**config.mk**
```make
export PLATFORM = sky130hd
export DESIGN_NAME = hrss_sequencer
export DESIGN_NICKNAME = d
export VERILOG_FILES = /design/src/logic/hrss_sequencer.v
export VERILOG_INCLUDE_DIRS = /design/src /design/src/logic
export SDC_FILE = /design/constraint.sdc
export NUM_CORES = 1
export LEC_CHECK = 0
export ABC_AREA = 1
export BUFFER_PORTS_ARGS = -buffer_cell sky130_fd_sc_hd__buf_2
export CORE_ASPECT_RATIO = 1.1
export CORE_MARGIN = 2
export CORE_UTILIZATION = 30
export CTS_CLUSTER_DIAMETER = 30
export DETAILED_ROUTE_END_ITERATION = 8
export PLACE_DENSITY_LB_ADDON = 0.25
export RECOVER_POWER = 25
export SLEW_MARGIN = 20
export SYNTH_ARGS = -nofsm -noshare
export SYNTH_HDL_FRONTEND = slang
export SYNTH_SLANG_ARGS = --single-unit
```
**constraint.sdc**
```tcl
create_clock -name ref_clk -period 6.77 [get_ports ref_clk]
set_input_delay 0.3385 -clock ref_clk [delete_from_list [all_inputs] [get_ports ref_clk]]
set_output_delay 0.3385 -clock ref_clk [all_outputs]
set_load 0.1 [all_outputs]
```
**src/logic/hrss_defines.vh**
```
// constants for the hot runner setpoint sequencer
`ifndef HRSS_DEFINES_VH
`define HRSS_DEFINES_VH
`define HRSS_SAMPLE_HZ 20000000
`define HRSS_SAMPLES_PER_MIN 32'd1200000000
`define HRSS_DW 16
`define HRSS_SRC_PROC 3'h0
`define HRSS_SRC_SETPOINT 3'h1
`define HRSS_SRC_MEAS_ONE 3'h2
`define HRSS_SRC_MEAS_TWO 3'h3
`define HRSS_SRC_HEATING 3'h4
`define HRSS_SRC_COOLING 3'h5
`define HRSS_STARTUP_MARGIN 16'sh0002
`define HRSS_RESTART_MARGIN 16'sh0028
`define HRSS_SUPP_MIN_DS 16'h0003
`define HRSS_SUPP_MAX_DS 16'h00fa
`define HRSS_HOTRUN_CYCLE_DS 16'h0001
`define HRSS_BIN_NONE 3'h0
`define HRSS_BIN_STARTUP 3'h1
`define HRSS_BIN_BOOST 3'h2
`define HRSS_BIN_FEEDFORWARD 3'h3
`define HRSS_BOOST_BIT 3
`define HRSS_MARK_NONE 2'h0
`define HRSS_MARK_RAMP 2'h1
`define HRSS_MARK_BOOST 2'h2
`define HRSS_ST_IDLE 2'h0
`define HRSS_ST_STARTUP 2'h1
`define HRSS_ST_DWELL 2'h2
`define HRSS_ST_DONE 2'h3
`endif

```
**src/logic/hrss_sequencer.v**
```verilog
// setpoint ramps, hot runner start-up, boost, feed-forward and output source select
// What this block does
// continuous output picks configured source, scaled range
// working setpoint ramps at rise/fall rates
// ramp restarts on reset, setpoint change, manual exit; the code restarts after reset and in manual, not on a setpoint change
// display shows target with r marker
// relative limits compare to ramping setpoint
// suppression filter active only 0.3..25 s
// filter feeds control only, display unfiltered
// hot runner forces 0.1 s cycle time
// start-up needs enable or binary input, and dual-action type
// start-up begins if actual 2 below target
// start-up restarts if actual 40 below
// start-up ends above start-up setpoint minus 2
// start-up clamps output to start-up factor
// dwell timer then regulates to actuation setpoint
// dwell expiry switches to valid setpoint
// start-up may persist when exit unreachable
// boost triggered by function word bit 3
// key hold toggles boost if input unassigned
// boost ends on clear or max time
// boost adds only to setpoint one/two
// boost display shows setpoint with b marker
// feed-forward adds or subtracts on contact edges
// decisions once per sample, reset to idle
//
// Design decisions made here: the function word write-strobe port and the placing of the registers.
`timescale 1ns/10ps
`include "hrss_defines.vh"
module hrss_sequencer (
	input wire ref_clk, // sample clock
	input wire rst, // asynchronous reset, active high
	input wire sample_tick, // one pulse per control sample period
	input wire tick_per_min_unit, // one pulse per rate unit step interval
	input wire tick_per_sec, // one pulse per second
	input wire signed [15:0] actual_raw, // unfiltered actual value
	input wire signed [15:0] actual_filtered, // actual value after suppression filter
	input wire signed [15:0] meas_one, // measured quantity one
	input wire signed [15:0] meas_two, // measured quantity two
	input wire signed [15:0] source_heating_out, // heating manipulating factor
	input wire signed [15:0] source_cooling_out, // cooling manipulating factor
	input wire signed [15:0] pid_out, // controller manipulating factor
	input wire signed [15:0] setpoint_one, // setpoint one
	input wire signed [15:0] setpoint_two, // setpoint two
	input wire use_setpoint_two, // second setpoint active
	input wire manual_mode, // manual operation
	input wire off_state, // controller off
	input wire [2:0] output_source, // continuous output source
	input wire signed [15:0] scale_low_limit, // lower read-out range
	input wire signed [15:0] scale_high_limit, // upper read-out range
	input wire [15:0] ramp_rise_rate, // rise step per unit, zero is off
	input wire [15:0] ramp_fall_rate, // fall step per unit, zero is off
	input wire [15:0] suppression_period, // filter period in tenths of seconds
	input wire hot_runner_mode, // heating output set to hot runner
	input wire [15:0] cycle_time_param, // cycle time in tenths of seconds
	input wire startup_enable, // start-up configuration flag
	input wire [2:0] binary_input_function, // binary input assignment
	input wire binary_contact, // binary input contact closed
	input wire dual_action_controller_type, // controller is dual-action type
	input wire step_action_type, // controller is step-action type
	input wire signed [15:0] startup_setpoint, // actuation setpoint
	input wire signed [15:0] startup_factor, // start-up manipulating factor
	input wire [15:0] dwell_time, // dwell length in seconds
	input wire [7:0] function_word_in, // controller function word from interface
	input wire function_word_wr, // function word write strobe
	input wire boost_keys_held, // boost key combination held
	input wire signed [15:0] boost_amount, // setpoint increase
	input wire [15:0] boost_time, // maximum boost length in seconds
	input wire signed [15:0] feedforward_amount, // feed-forward step
	output reg signed [15:0] cont_output, // scaled continuous output
	output reg signed [15:0] working_setpoint, // setpoint used by control
	output reg signed [15:0] limit_reference, // setpoint for relative limits
	output reg signed [15:0] display_setpoint, // setpoint shown on display
	output reg [1:0] display_marker, // leftmost digit marker
	output reg signed [15:0] control_actual, // actual value fed to control
	output reg signed [15:0] display_actual, // actual value for display
	output reg filter_active, // suppression filter in use
	output reg [15:0] effective_cycle_time, // actuation cycle in tenths
	output reg signed [15:0] manip_out, // final manipulating factor
	output reg [1:0] startup_state, // start-up sequence state
	output reg [7:0] function_word, // controller function word
	output reg ramp_running // ramp in progress
);
	reg signed [15:0] target_q;
	reg manual_q;
	reg off_q;
	reg keys_q;
	reg contact_q;
	reg first_q;
	reg [15:0] dwell_cnt;
	reg [15:0] boost_cnt;
	reg signed [15:0] ff_offset;
	reg signed [15:0] next_target;
	reg signed [31:0] scaled;
	reg signed [15:0] src;
	wire boost_on;
	wire startup_allowed;
	wire signed [16:0] up_lim;
	wire signed [16:0] dn_lim;

	// boost raises setpoint one or two only, never the actuation setpoint
	assign boost_on = hot_runner_mode & function_word[`HRSS_BOOST_BIT];
	always @* begin
		next_target = use_setpoint_two ? setpoint_two : setpoint_one;
		if (boost_on)
			next_target = next_target + boost_amount;
	end

	// start-up needs hot runner, enable flag or binary input, dual-action type
	assign startup_allowed = hot_runner_mode & dual_action_controller_type &
		(startup_enable | (binary_input_function == `HRSS_BIN_STARTUP));
	assign up_lim = {working_setpoint[15], working_setpoint} + {1'b0, ramp_rise_rate};
	assign dn_lim = {working_setpoint[15], working_setpoint} - {1'b0, ramp_fall_rate};

	// ramp engine; a restart condition snaps from the current value
	always @(posedge ref_clk or posedge rst) begin
		if (rst) begin
			working_setpoint <= 16'sh0000;
			target_q <= 16'sh0000;
			manual_q <= 1'b0;
			first_q <= 1'b1;
			ramp_running <= 1'b0;
		end else if (sample_tick) begin
			manual_q <= manual_mode;
			target_q <= next_target;
			first_q <= 1'b0;
			if (first_q)
				working_setpoint <= actual_raw;
			else if (manual_mode | (manual_q & ~manual_mode))
				working_setpoint <= manual_mode ? actual_raw : working_setpoint;
			else if (tick_per_min_unit) begin
				// step toward the target, or jump if that direction has no rate
				if (next_target > working_setpoint) begin
					// signed compare, so ramps below zero step the right way
					if (ramp_rise_rate == 16'h0000 ||
						$signed({next_target[15], next_target}) <= up_lim)
						working_setpoint <= next_target;
					else
						working_setpoint <= up_lim[15:0];
				end else if (next_target < working_setpoint) begin
					if (ramp_fall_rate == 16'h0000 ||
						$signed({next_target[15], next_target}) >= dn_lim)
						working_setpoint <= next_target;
					else
						working_setpoint <= dn_lim[15:0];
				end
			end
			ramp_running <= (next_target != working_setpoint) & ~manual_mode;
		end
	end

	// start-up, dwell and boost timing
	always @(posedge ref_clk or posedge rst) begin
		if (rst) begin
			startup_state <= `HRSS_ST_IDLE;
			dwell_cnt <= 16'h0000;
			boost_cnt <= 16'h0000;
			off_q <= 1'b0;
			keys_q <= 1'b0;
			function_word <= 8'h00;
		end else begin
			keys_q <= boost_keys_held;
			// interface write first; key toggle and timeout may override bit 3
			if (function_word_wr)
				function_word <= function_word_in;
			if (binary_input_function == `HRSS_BIN_BOOST)
				function_word[`HRSS_BOOST_BIT] <= binary_contact;
			else if (boost_keys_held & ~keys_q)
				function_word[`HRSS_BOOST_BIT] <= ~function_word[`HRSS_BOOST_BIT];
			if (sample_tick) begin
				off_q <= off_state;
				if (boost_on) begin
					if (tick_per_sec)
						boost_cnt <= boost_cnt + 16'h0001;
					if (boost_cnt >= boost_time)
						function_word[`HRSS_BOOST_BIT] <= 1'b0;
				end else
					boost_cnt <= 16'h0000;
				case (startup_state)
					`HRSS_ST_IDLE: begin
						// entered after reset, when off state begins, or when start-up is no longer allowed during start-up or dwell
						if (startup_allowed & ~off_state &
							(actual_raw < startup_setpoint - `HRSS_STARTUP_MARGIN))
							startup_state <= `HRSS_ST_STARTUP;
						else if (~off_state)
							startup_state <= `HRSS_ST_DONE;
					end
					`HRSS_ST_STARTUP: begin
						// may never leave if the target cannot be reached
						if (!startup_allowed | off_state)
							startup_state <= `HRSS_ST_IDLE;
						else if (actual_raw > startup_setpoint - `HRSS_STARTUP_MARGIN) begin
							startup_state <= `HRSS_ST_DWELL;
							dwell_cnt <= 16'h0000;
						end
					end
					`HRSS_ST_DWELL: begin
						if (!startup_allowed | off_state)
							startup_state <= `HRSS_ST_IDLE;
						else if (actual_raw < startup_setpoint - `HRSS_RESTART_MARGIN)
							startup_state <= `HRSS_ST_STARTUP;
						else if (dwell_cnt >= dwell_time)
							startup_state <= `HRSS_ST_DONE;
						else if (tick_per_sec)
							dwell_cnt <= dwell_cnt + 16'h0001;
					end
					`HRSS_ST_DONE: begin
						if (off_state)
							startup_state <= `HRSS_ST_IDLE;
						else if (startup_allowed &
							(actual_raw < startup_setpoint - `HRSS_RESTART_MARGIN))
							startup_state <= `HRSS_ST_STARTUP;
					end
					default: startup_state <= `HRSS_ST_IDLE;
				endcase
			end
		end
	end

	// feed-forward offset follows contact edges
	always @(posedge ref_clk or posedge rst) begin
		if (rst) begin
			contact_q <= 1'b0;
			ff_offset <= 16'sh0000;
		end else if (sample_tick) begin
			contact_q <= binary_contact;
			if (binary_input_function == `HRSS_BIN_FEEDFORWARD && !step_action_type) begin
				if (binary_contact & ~contact_q)
					ff_offset <= ff_offset + feedforward_amount;
				else if (~binary_contact & contact_q)
					ff_offset <= ff_offset - feedforward_amount;
			end else
				ff_offset <= 16'sh0000;
		end
	end

	// continuous output source mux
	always @* begin
		case (output_source)
			`HRSS_SRC_PROC: src = actual_raw;
			`HRSS_SRC_SETPOINT: src = working_setpoint;
			`HRSS_SRC_MEAS_ONE: src = meas_one;
			`HRSS_SRC_MEAS_TWO: src = meas_two;
			`HRSS_SRC_HEATING: src = source_heating_out;
			`HRSS_SRC_COOLING: src = source_cooling_out;
			default: src = actual_raw;
		endcase
		// clamp into the configured read-out range
		if (src < scale_low_limit)
			scaled = {{16{scale_low_limit[15]}}, scale_low_limit};
		else if (src > scale_high_limit)
			scaled = {{16{scale_high_limit[15]}}, scale_high_limit};
		else
			scaled = {{16{src[15]}}, src};
	end

	// registered outputs
	always @(posedge ref_clk or posedge rst) begin
		if (rst) begin
			cont_output <= 16'sh0000;
			limit_reference <= 16'sh0000;
			display_setpoint <= 16'sh0000;
			display_marker <= `HRSS_MARK_NONE;
			control_actual <= 16'sh0000;
			display_actual <= 16'sh0000;
			filter_active <= 1'b0;
			effective_cycle_time <= 16'h0000;
			manip_out <= 16'sh0000;
		end else begin
			cont_output <= scaled[15:0];
			limit_reference <= (startup_state == `HRSS_ST_DWELL) ? startup_setpoint :
				working_setpoint;
			filter_active <= (suppression_period >= `HRSS_SUPP_MIN_DS) &&
				(suppression_period <= `HRSS_SUPP_MAX_DS);
			control_actual <= filter_active ? actual_filtered : actual_raw;
			display_actual <= actual_raw;
			effective_cycle_time <= hot_runner_mode ? `HRSS_HOTRUN_CYCLE_DS :
				cycle_time_param;
			if (boost_on) begin
				display_setpoint <= use_setpoint_two ? setpoint_two : setpoint_one;
				display_marker <= `HRSS_MARK_BOOST;
			end else if (ramp_running) begin
				display_setpoint <= target_q;
				display_marker <= `HRSS_MARK_RAMP;
			end else begin
				display_setpoint <= working_setpoint;
				display_marker <= `HRSS_MARK_NONE;
			end
			if (startup_state == `HRSS_ST_STARTUP)
				manip_out <= startup_factor;
			else
				manip_out <= pid_out + ff_offset;
		end
	end
endmodule

```
==> results.md, run 1 <==
- CTS tree: done
- Final worst-path cycle share: a little under three quarters
- Area growth from synthesis to layout: 34.9%
- Avg Inst Size Synth: around 7 um^2
- Share of cells above drive strength 1: a little over a fifth
- CP Launch Type: flip-flop
- Dpl ws: 1.39 ns
- Slowest cell on crit path: dfrtp_1
- Setup_tns: 0 ns
- Gpl congestion: 0.965
- Sw power: about 5.3 mW
- Commonest non-fill, non-tap cells in the layout: nand2_1, buf_2, inv_1
- Max_cap viols: 3
- Maximum clock frequency: ~200 MHz
- Drt pass-1 iters: 7
- Iteration-0 DRC count of the detailed router: 1100
- Die Span Y: ~260 um
- Clock Power Share: approximately 28%
- WS Path Type: flip-flop to flip-flop
- Sink Count: 210
- Postcts setup bufs: 0
- DRC: 0
- Clock slew at reported path FFs: 0.04 ns
- Post-synth EDFFs: 0
- RSZ-0062 raised after global routing: false
- Final hold vios: 0
- Relative slew slack: -200%
- Total of fill cells in the finished design: 6389
- Sw Share: 52.5%
- Nets@finish: 3806
- Initial antenna violation count: 11
- Violated checks: capacitance limit, slew limit
- Critical path endpoint category: flip-flop
- Worst EP required: around 7.3 ns
- Status: finished, violations left
- Worst-margin pin slew: between 4 and 5 ns
- Die area: between 60000 and 70000 um^2
- Synth warnings: 0
- Main synth FF type: dfrtp_1
- Antenna-violating nets left: 0
- WL per Instance: 18.0 um
- Leak: 13.2 nW
- Worst Slack Setup Final: around 1.9 ns
- VDD IR-drop max: about 0.43 mV
- CTS Buf Count: 60
- Power Density: a little over 400 nW/um^2
- Power Internal: 4.77 mW
- Power, Total: ~10 mW
- Vias in the first global route: 19000
- Comb power frac: 54.4%
- Core Rows: 95
- Htree depth: 2
- FF+latch count, synth: between 200 and 250
- Clk_lat worst skew: approximately 0.62 ns
- Share of power burned in registers: around 18%
- Sequential fraction of the synthesis area: 28.5%
- Total Wirelength: around 74 mm
- Post-synthesis async set-or-reset flop share: 100%
- Fin. max-slew vios: around 170
- Hpwl dp: approximately 59 mm
- Hold_ws: ~0.024 ns
- Post-synth cell types: 66
- DIE WIDTH: ~240 um
- Port Buf Inserts: just over 500
- Largest net degree at the start of global routing: around 120
- Slowest stage delay, CP: slightly below 0.6 ns
- Final setup fails: 0
- Arr. time, crit path: between 5 and 6 ns
- Clock Root Buffer: clkbuf_16
- Initial Util: 30.3%
- First-pass GRT wire length: around 110 mm
- Vias: 19400
- Core footprint: a little over 60000 um^2
- CTS max path bufs: 3
- Syn_nets: approximately 3200
- CP max FO: 32
- Grt ovf: 0
- Register-to-register setup slack: between 1.5 and 2 ns
- Fin Clk Skew: roughly 0.054 ns
- Syn Inst Count: about 2600
- Synth Cell Area: ~18000 um^2
- IO Pins: approximately 510
- Crit-path most repeated cell: nand2_1
- Total track usage: about 23%
- Worst hold path type: input port to flip-flop
- Min Clock Period, post-route: around 4.9 ns
- Commonest non-fill, non-tap cell in the layout: nand2_1
- Drt via density: 4.74
[metrics by stage]
stage	util, %	cells	instance area [um^2]
finish	40.8	4091	24900
global placement	35.9	3873	21900
floorplan	-	2589	18500
detailed placement	35.9	3873	21900
CTS	40.9	4084	24900
global route	40.8	4089	24900
[synth_stat cells, drive strengths merged (3+ instances only)]
master  instances  area (um^2)
a211oi          9         67.6
a21o            6         45.0
a21oi         140          701
a221oi         11         96.3
a22oi           6         45.0
a31oi          21          131
a32o            3         30.0
a32oi           5         43.8
buf            14         96.3
clkbuf         47          176
clkinv          4         15.0
dfrtp         209         5230
fa              5          100
ha            225         2820
inv           378         1420
mux2           15          169
nand2         709         2760
nand3         115          611
nand3b         10         75.1
nand4          47          339
nor2          166          674
nor3           42          231
nor4           17          106
o211ai          8         65.1
o21a            4         30.0
o21ai         229         1150
o21bai          7         52.6
o221ai          4         35.0
o31ai           5         37.5
or2            11         68.8
xnor2          19          166
xor2           77          674
[sequential cells by signal (all words and copies together), names as in the netlist]
register              cells
control_actual           16
filter_active             1
contact_q                 1
first_q                   1
display_setpoint         16
function_word             8
boost_cnt                16
keys_q                    1
limit_reference          16
manip_out                16
startup_state             2
target_q                 16
working_setpoint         16
effective_cycle_time     16
display_marker            2
manual_q                  1
dwell_cnt                16
display_actual           16
cont_output              16
ramp_running              1
ff_offset                16
[critical path: cells and delay by family, from the launching register on]
kind	cells	cell delay [ns]
AO/OA/AOI/OAI	6	1.19
AND/OR/NAND/NOR	15	1.31
buffers and inverters	4	0.67
flip-flops	1	0.59
XOR/XNOR	1	0.14
adder cells (fa/ha/maj)	3	0.81
[layout make-up]
type	count	area [um^2]	share of cell area, %
flip-flops and latches	210	5260	21.1
clock inverters	40	409	1.64
inverters	382	1440	5.78
repair buffers	621	3620	14.6
multi-input cells	1936	11500	46.2
clock buffers	71	1620	6.52
diodes	7	17.5	0.0704
well taps	824	1030	4.14
[routing by layer]
metal	vias to the layer above	wire, um	track usage (%)
li1	9846	-	-
met4	2	3420	10.7
met3	145	5460	5.08
met2	656	33900	37.7
met1	8748	31000	28.4
met5	-	13	0
[cell families after synthesis]
group                    Yosys count  share of synthesized area [%]
adder cells (fa/ha/maj)          230                           15.8
flip-flops                       210                           28.5
AO/OA/AOI/OAI                    474                           14.5
multiplexers                      15                          0.915
buffers and inverters            443                           9.28
XOR/XNOR                          96                           4.56
AND/OR/NAND/NOR                 1121                           26.5
[power by group through the flow]
stage | combinational, mW | clock [mW] | sequential [mW]
after floorplan | 2.53 | 0 | 3.25
after global placement | 5.39 | 0 | 1.81
after detailed placement | 5.40 | 0 | 1.82
after CTS | 5.46 | 2.82 | 1.80
after global routing | 5.99 | 2.89 | 1.83
final | 5.47 | 2.77 | 1.81
[timing repair]
item | CTS | global route
hold buffers | 100 | 0
endpoints found under the hold margin | 183 | 0
resized for setup | 0 | 0
[final timing paths]
check | start | to | cells past startpoint
worst min-delay path | startup_setpoint[11] | limit_reference[11]$_DFF_PP0_ | 3
worst min register to register | boost_cnt[15]$_DFFE_PP0P_ | boost_cnt[15]$_DFFE_PP0P_ | 1
worst max register to register | working_setpoint[0]$_DFFE_PP0P_ | working_setpoint[12]$_DFFE_PP0P_ | 29
min in group asynchronous | rst | boost_cnt[13]$_DFFE_PP0P_ | 3
max in group asynchronous | rst | display_actual[0]$_DFF_PP0_ | 3
worst max-delay path | working_setpoint[0]$_DFFE_PP0P_ | working_setpoint[12]$_DFFE_PP0P_ | 29
Power figures use the tool's default switching activity.
==> inputs of run 2 (changes only) <==
clock period = 4.1 ns   (was 6.77 ns; I/O delays follow)
==> run 2 against run 1 <==
The flow still finishes with violations (capacitance limit, slew limit). Hold slack worse by 0.014 ns. Wire length up 5.0%. Power up 86%. Core utilization up 3.1 points. Sequential share of layout area down 1.5 points. Register-to-register slack worse by 1.9 ns. Sequential power up 57%. Clock-buffer cell count up 13. Final cell count up 4.1%. Largest power group unchanged.
==> results.md, run 2 (synthesis results as in run 1) <==
- CTS Buf Count: 60 (unchanged)
- DIE WIDTH: 240 um (unchanged)
- Total Wirelength: 77.5 mm (was 73.8 mm)
- Htree depth: 2 (unchanged)
- Antenna-violating nets left: 0 (unchanged)
- Largest net degree at the start of global routing: 118 (was 123)
- Min Clock Period, post-route: 4.05 ns (was 4.85 ns)
- Power, Total: 18.7 mW (was 10.1 mW)
- Crit path capture: working_setpoint[5]$_DFFE_PP0P_ (was working_setpoint[12]$_DFFE_PP0P_)
- Drt via density: 4.76 (was 4.74)
- Critical path endpoint category: flip-flop (unchanged)
- Final worst-path cycle share: 98.7% (was 71.7%)
- Worst-margin pin slew: 3.17 ns (was 4.48 ns)
- Hpwl dp: 62.5 mm (was 59.4 mm)
- R2r startpoint: working_setpoint[0]$_DFFE_PP0P_ (unchanged)
- Worst r2r path cells: 30 (was 29)
- Commonest non-fill, non-tap cell in the layout: nand2_1 (unchanged)
- Final instance area: 26800 um^2 (was 24900 um^2)
- VDD IR-drop max: 0.515 mV (was 0.430 mV)
- Worst hold path type: input port to flip-flop (unchanged)
- First-pass GRT wire length: 114 mm (was 110 mm)
- IO Pins: 507 (unchanged)
- DRC: 0 (unchanged)
- Core Rows: 95 (unchanged)
- Share of cells above drive strength 1: 26.1% (was 21.3%)
- Post-DP Area: 22900 um^2 (was 21900 um^2)
- Fin. max-slew vios: 212 (was 174)
- Iteration-0 DRC count of the detailed router: 1205 (was 1100)
- Total of fill cells in the finished design: 6313 (was 6389)
- Final hold vios: 0 (unchanged)
- Fin Clk Skew: 0.0327 ns (was 0.0545 ns)
- Slowest cell on crit path: dfrtp_2 (was dfrtp_1)
- Gpl congestion: 0.959 (was 0.965)
- Port Buf Inserts: 506 (unchanged)
- Post-placement cell count: 3999 (was 3873)
- CP Launch Type: flip-flop (unchanged)
- Worst EP required: 4.61 ns (was 7.27 ns)
- Initial Util: 30.3% (unchanged)
- Clk_lat worst skew: 0.61 ns (was 0.62 ns)
- Final instance count without filler cells: 4257 (was 4091)
- Die Span Y: 264 um (unchanged)
- WS Path Type: flip-flop to flip-flop (unchanged)
- Grt ovf: 0 (unchanged)
- Clock Root Buffer: clkbuf_16 (unchanged)
- Multi-input gate area: 11800 um^2 (was 11500 um^2)
- Max_cap viols: 2 (was 3)
- Drt pass-1 iters: 5 (was 7)
- R2r endpoint: working_setpoint[5]$_DFFE_PP0P_ (was working_setpoint[12]$_DFFE_PP0P_)
- Commonest non-fill, non-tap cells in the layout: nand2_1, buf_2, inv_1 (unchanged)
- WL per Instance: 18.2 um (was 18.0 um)
- CTS tree: done (unchanged)
- Sink Count: 210 (unchanged)
- Hold_ws: 0.00996 ns (was 0.0244 ns)
- Total track usage: 23.8% (was 22.9%)
- Fin util: 43.9% (was 40.8%)
- Status: finished, violations left (unchanged)
- Violated checks: capacitance limit, slew limit (unchanged)
- Final setup fails: 0 (unchanged)
- Power Density: 697 nW/um^2 (was 404 nW/um^2)
- Vias in the first global route: 19800 (was 19000)
- Clock slew at reported path FFs: 0.05 ns (was 0.04 ns)
- Relative slew slack: -112% (was -200%)
- Die area: 63500 um^2 (unchanged)
- Register-to-register setup slack: 0.05 ns (was 1.92 ns)
- Leak: 14.2 nW (was 13.2 nW)
- Core footprint: 61000 um^2 (unchanged)
- Seq. cell area: 5260 um^2 (about the same)
- Nets@finish: 3968 (was 3806)
- Initial antenna violation count: 8 (was 11)
- Vias: 20300 (was 19400)
- Crit-path most repeated cell: nand2_1 (unchanged)
- RSZ-0062 raised after global routing: true (was false)
- Maximum clock frequency: 247 MHz (was 206 MHz)
- CP max FO: 8 (was 32)
- Area growth from synthesis to layout: 45.2% (was 34.9%)
- CP Launch Point: working_setpoint[0]$_DFFE_PP0P_ (unchanged)
- Slowest stage delay, CP: 0.47 ns (was 0.59 ns)
- Arr. time, crit path: 4.55 ns (was 5.35 ns)
- CTS max path bufs: 3 (unchanged)
==> run 2: changes by cell type in the layout (fill, tap and decap cells not counted), sizes merged, moves of 4 or more <==
cell         change
clkinv          -14
clkbuf          +15
clkinvlp         -6
dlygate4sd3     +27
buf            +133
diode            +4
bufinv           +8
==> run 2: worst min-delay path by stage <==
stage                                from                       endpoint  slack (ns)  cells past startpoint
final                      binary_contact          contact_q$_DFFE_PP0P_        0.01                      3
after global routing       binary_contact          contact_q$_DFFE_PP0P_        0.02                      3
after CTS                 setpoint_one[2]  display_setpoint[2]$_DFF_PP0_       0.003                      5
after detailed placement  boost_keys_held               keys_q$_DFF_PP0_        0.34                      1
after global placement    boost_keys_held               keys_q$_DFF_PP0_        0.34                      1
after floorplan             actual_raw[0]    display_actual[0]$_DFF_PP0_        0.24                      0
==> run 2: cell type report <==
type / instances / area share [%]
clock buffers: 84 / 6.47
flip-flops and latches: 210 / 19.7
repair buffers: 783 / 18.6
diodes: 11 / 0.103
inverters: 382 / 5.39
well taps: 824 / 3.85
clock inverters: 27 / 1.80
multi-input cells: 1936 / 44.1
==> run 2: power by group <==
part	switching, mW	internal, mW
registers	0.326	2.52
clock network	1.43	3.66
logic	7.38	3.35
==> run 2: repair_timing <==
item | in CTS | in global routing
hold endpoints to repair | 321 | 0
setup buffers | 0 | 5
setup endpoints to repair | 13 | 21
hold buffers | 127 | 0
pin swaps | 0 | 33
gates cloned | 0 | 4
resized for setup | 3 | 91
==> run 2: layer usage <==
| metal | GRT usage [%] | wire length (um) |
|---|---|---|
| met1 | 29.7 | 33000 |
| met2 | 40.0 | 36300 |
| met3 | 5.09 | 5520 |
| met4 | 8.54 | 2680 |
| met5 | 0 | 11 |
==> run 2: metrics by stage <==
stage	setup WS, ns	TNS (ns)
after floorplan	0.0199	0
after global placement	-0.0845	-1.02
after detailed placement	-0.249	-3.36
after CTS	0.0123	0
after global routing	-0.194	-2.59
final	0.0532	0
==> run 2: worst max-delay path, delay by kind of cell (launching register included) <==
kind            cells  cell delay, ns
flops               1            0.47
buf+inv             5            0.55
simple gates       14            1.03
xor+xnor            1            0.29
compound gates      7            0.82
fa+ha+maj           3            0.79
==> inputs of run 3 (changes only) <==
ABC_AREA = unset   (was 1)
CORE_UTILIZATION = 25   (was 30)
==> run 3 against run 2 <==
Clock-buffer cell count shrank 16. Power fell by 12%. Wire length is 0.83% higher. Worst setup slack worse by 0.38 ns. Critical path depth fell by 10. Register-to-register slack worse by 0.38 ns. The flow finishes with violations (capacitance limit, slew limit, setup timing). Core utilization shrank 5.5 points. Critical endpoint is now working_setpoint[11]$_DFFE_PP0P_. Sequential share of layout area down 0.12 points. Hold slack improved by 0.054 ns. Final cell count decreased by 8.6%. Design area up 0.64%.
==> results.md, run 3 <==
- Grt ovf: 0 (unchanged)
- Area growth from synthesis to layout: 53.1% (was 45.2%)
- DIE WIDTH: 257 um (was 240 um)
- Fin Clk Skew: 0.0335 ns (was 0.0327 ns)
- Clk_lat worst skew: 0.61 ns (about the same)
- Crit path buffers/inverters: 2 (was 5)
- Violated checks: capacitance limit, slew limit, setup timing (was capacitance limit, slew limit)
- Die area: 72600 um^2 (was 63500 um^2)
- Synth Cell Area: 17600 um^2 (was 18500 um^2)
- Die Span Y: 282 um (was 264 um)
- Largest net degree at the start of global routing: 76 (was 118)
- Max_cap viols: 4 (was 2)
- Post-synth top area cell: dfrtp_1 (unchanged)
- FF+latch count, synth: 210 (unchanged)
- Post-synthesis async set-or-reset flop share: 100% (unchanged)
- Slowest cell on crit path: dfrtp_2 (unchanged)
- Power, Total: 16.5 mW (was 18.7 mW)
- VDD IR-drop max: 0.626 mV (was 0.515 mV)
- Sequential fraction of the synthesis area: 29.8% (was 28.5%)
- Synth warnings: 0 (unchanged)
- CTS tree: done (unchanged)
- Syn_nets: 2600 (was 3184)
- Commonest non-fill, non-tap cell in the layout: buf_2 (was nand2_1)
- Power Density: 612 nW/um^2 (was 697 nW/um^2)
- Total Wirelength: 78.1 mm (was 77.5 mm)
- Vias: 18600 (was 20300)
- First-pass GRT wire length: 115 mm (was 114 mm)
- Total track usage: 20.9% (was 23.8%)
- IO Pins: 507 (unchanged)
- Count leader, synth: ha_1 (was nand2_1)
- Critical path endpoint category: flip-flop (unchanged)
- Final setup fails: 16 (was 0)
- Initial Util: 25.1% (was 30.3%)
- CP Cell Sequence: ha_4 -> nor2b_2 -> o21a_1 -> o21ai_2 -> a2111oi_4 -> nor3_2 -> or3_4 -> o21ai_4 -> xor2_2 -> inv_2 -> ha_4 -> nand3_2 -> nor3_4 -> o311ai_2 -> a32o_2 -> nand2_4 -> inv_2 -> mux2i_4 -> o21ai_2 -> a221o_1
- Drt via density: 4.78 (was 4.76)
- CTS Buf Count: 59 (was 60)
- Worst-margin pin slew: 2.06 ns (was 3.17 ns)
- Syn Inst Count: 2005 (was 2589)
- RSZ-0062 raised after global routing: true (unchanged)
- Worst EP required: 4.56 ns (was 4.61 ns)
- Antenna-violating nets left: 0 (unchanged)
- Clock slew at reported path FFs: 0.04 ns (was 0.05 ns)
- Comb power frac: 53.7% (was 57.5%)
- Iteration-0 DRC count of the detailed router: 877 (was 1205)
- Fin. max-slew vios: 206 (was 212)
- Slowest stage delay, CP: 0.50 ns (was 0.47 ns)
- Gpl congestion: 0.945 (was 0.959)
- WL per Instance: 20.1 um (was 18.2 um)
- Sink Count: 210 (unchanged)
- WS Path Type: flip-flop to flip-flop (unchanged)
- CP Launch Type: flip-flop (unchanged)
- Delay-heaviest family, CP: compound AO/OA/AOI/OAI gates (was simple AND/OR/NAND/NOR gates)
- Synth area leaders: dfrtp_1, ha_1, mux2_2 (was dfrtp_1, ha_1, nand2_1)
- Sw Share: 46.6% (was 48.9%)
- Port Buf Inserts: 506 (unchanged)
- Main synth FF type: dfrtp_1 (unchanged)
- Maximum clock frequency: 226 MHz (was 247 MHz)
- CP max FO: 5 (was 8)
- Post-synth cell types: 86 (was 66)
- Power Internal: 8.81 mW (was 9.54 mW)
- DRC: 0 (unchanged)
- Relative slew slack: -37.5% (was -112%)
- Min Clock Period, post-route: 4.42 ns (was 4.05 ns)
- Core footprint: 70100 um^2 (was 61000 um^2)
- Avg Inst Size Synth: 8.78 um^2 (was 7.13 um^2)
- Hpwl dp: 64.0 mm (was 62.5 mm)
- Core Rows: 102 (was 95)
- Post-placement cell count: 3624 (was 3999)
- Worst Slack Setup Final: -0.324 ns (was 0.0532 ns)
- Share of power burned in registers: 16.7% (was 15.3%)
- Clock Root Buffer: clkbuf_16 (unchanged)
- Final instance count without filler cells: 3889 (was 4257)
- Sw power: 7.70 mW (was 9.14 mW)
- Initial antenna violation count: 7 (was 8)
- Post-synth EDFFs: 0 (unchanged)
- Final worst-path cycle share: 108% (was 98.7%)
- Leak: 13.3 nW (was 14.2 nW)
- Share of cells above drive strength 1: 34.4% (was 26.1%)
- Final hold vios: 0 (unchanged)
- Clock Power Share: 29.6% (was 27.3%)
- Drt pass-1 iters: 4 (was 5)
- Worst hold path type: input port to flip-flop (unchanged)
- CTS max path bufs: 3 (unchanged)
- Vias in the first global route: 19100 (was 19800)
- Htree depth: 2 (unchanged)
- Commonest non-fill, non-tap cells in the layout: buf_2, buf_4, ha_1 (was nand2_1, buf_2, inv_1)
- Top cell type's share of synthesized area: 29.7% (was 28.3%)
- Nets@finish: 3493 (was 3968)
- Status: finished, violations left (unchanged)
- Synth top cells by count: ha_1, dfrtp_1, inv_1 (was nand2_1, inv_1, o21ai_0)
- Arr. time, crit path: 4.89 ns (was 4.55 ns)
[run 3: worst paths after layout]
check / startpoint / to / slack, ns / cells past startpoint
worst min-delay path: pid_out[1] / manip_out[1]$_DFF_PP0_ / 0.06 / 4
worst max-delay path: working_setpoint[1]$_DFFE_PP0P_ / working_setpoint[11]$_DFFE_PP0P_ / -0.32 / 20
worst max register to register: working_setpoint[1]$_DFFE_PP0P_ / working_setpoint[11]$_DFFE_PP0P_ / -0.32 / 20
worst min register to register: first_q$_DFFE_PP1P_ / first_q$_DFFE_PP1P_ / 0.48 / 1
min in group asynchronous: rst / effective_cycle_time[15]$_DFF_PP0_ / 0.53 / 3
max in group asynchronous: rst / working_setpoint[4]$_DFFE_PP0P_ / 0.77 / 4
[run 3: worst register-to-register path: stages, from the launching register on]
cell and delay [ns]:
dfrtp_2 0.50, ha_4 0.30, nor2b_2 0.12, o21a_1 0.15, o21ai_2 0.08, a2111oi_4 0.39
nor3_2 0.11, or3_4 0.40, o21ai_4 0.16, xor2_2 0.25, inv_2 0.08, ha_4 0.28
nand3_2 0.11, nor3_4 0.17, o311ai_2 0.14, a32o_2 0.30, nand2_4 0.11, inv_2 0.05
mux2i_4 0.22, o21ai_2 0.10, a221o_1 0.30
[run 3: timing repair]
action,in CTS,in global routing
resized for setup,47,22
pin swaps,31,34
gates cloned,0,0
hold endpoints to repair,134,0
hold buffers,134,0
setup endpoints to repair,16,31
buffers inserted,6,10
[run 3: cells by family after synthesis]
logic type | after synthesis | share of synthesized area, %
AO/OA/AOI/OAI | 534 | 19.9
XOR/XNOR | 107 | 5.32
AND/OR/NAND/NOR | 576 | 16.0
multiplexers | 121 | 7.41
adder cells (fa/ha/maj) | 230 | 16.6
buffers and inverters | 227 | 4.96
flip-flops | 210 | 29.8
[run 3: layout make-up]
class	instances	area, um^2
Antenna cell	5	12.5
Clock buffer	68	1580
Clock inverter	43	568
Fill cell	7111	43100
Inverter	161	608
Multi-Input combinational cell	1568	11900
Sequential cell	210	5260
Tap cell	936	1170
Timing Repair Buffer	898	5860
[run 3: power by group through the flow]
stage / combinational [mW] / sequential, mW / clock [mW]
floorplan: 3.04 / 5.14 / 0
global placement: 8.29 / 2.77 / 0
detailed placement: 8.32 / 2.77 / 0
CTS: 8.74 / 2.75 / 4.98
finish: 8.87 / 2.75 / 4.89
global route: 9.43 / 2.79 / 5.10
[run 3: metal layers]
layer | share of wire, % | vias to the layer above | GRT usage [%]
met1 | 44 | 8866 | 26.6
met3 | 4.8 | 129 | 3.30
met4 | 3.1 | 4 | 6.23
li1 | - | 9042 | -
met5 | 0.029 | - | 0
met2 | 48 | 549 | 36.2
[run 3: through the flow]
step | hold slack (ns) | area (um^2) | setup slack (ns) | setup TNS (ns) | utilization (%)
after global placement | 0.332 | 23100 | -0.837 | -12.94 | 32.9
after floorplan | 0.236 | 17700 | -0.529 | -6.10 | -
after detailed placement | 0.334 | 23100 | -0.970 | -14.26 | 32.9
final | 0.0641 | 27000 | -0.324 | -4.38 | 38.5
after CTS | 0.0199 | 26800 | -0.360 | -4.82 | 38.3
after global routing | 0.0563 | 27000 | -0.531 | -7.85 | 38.5
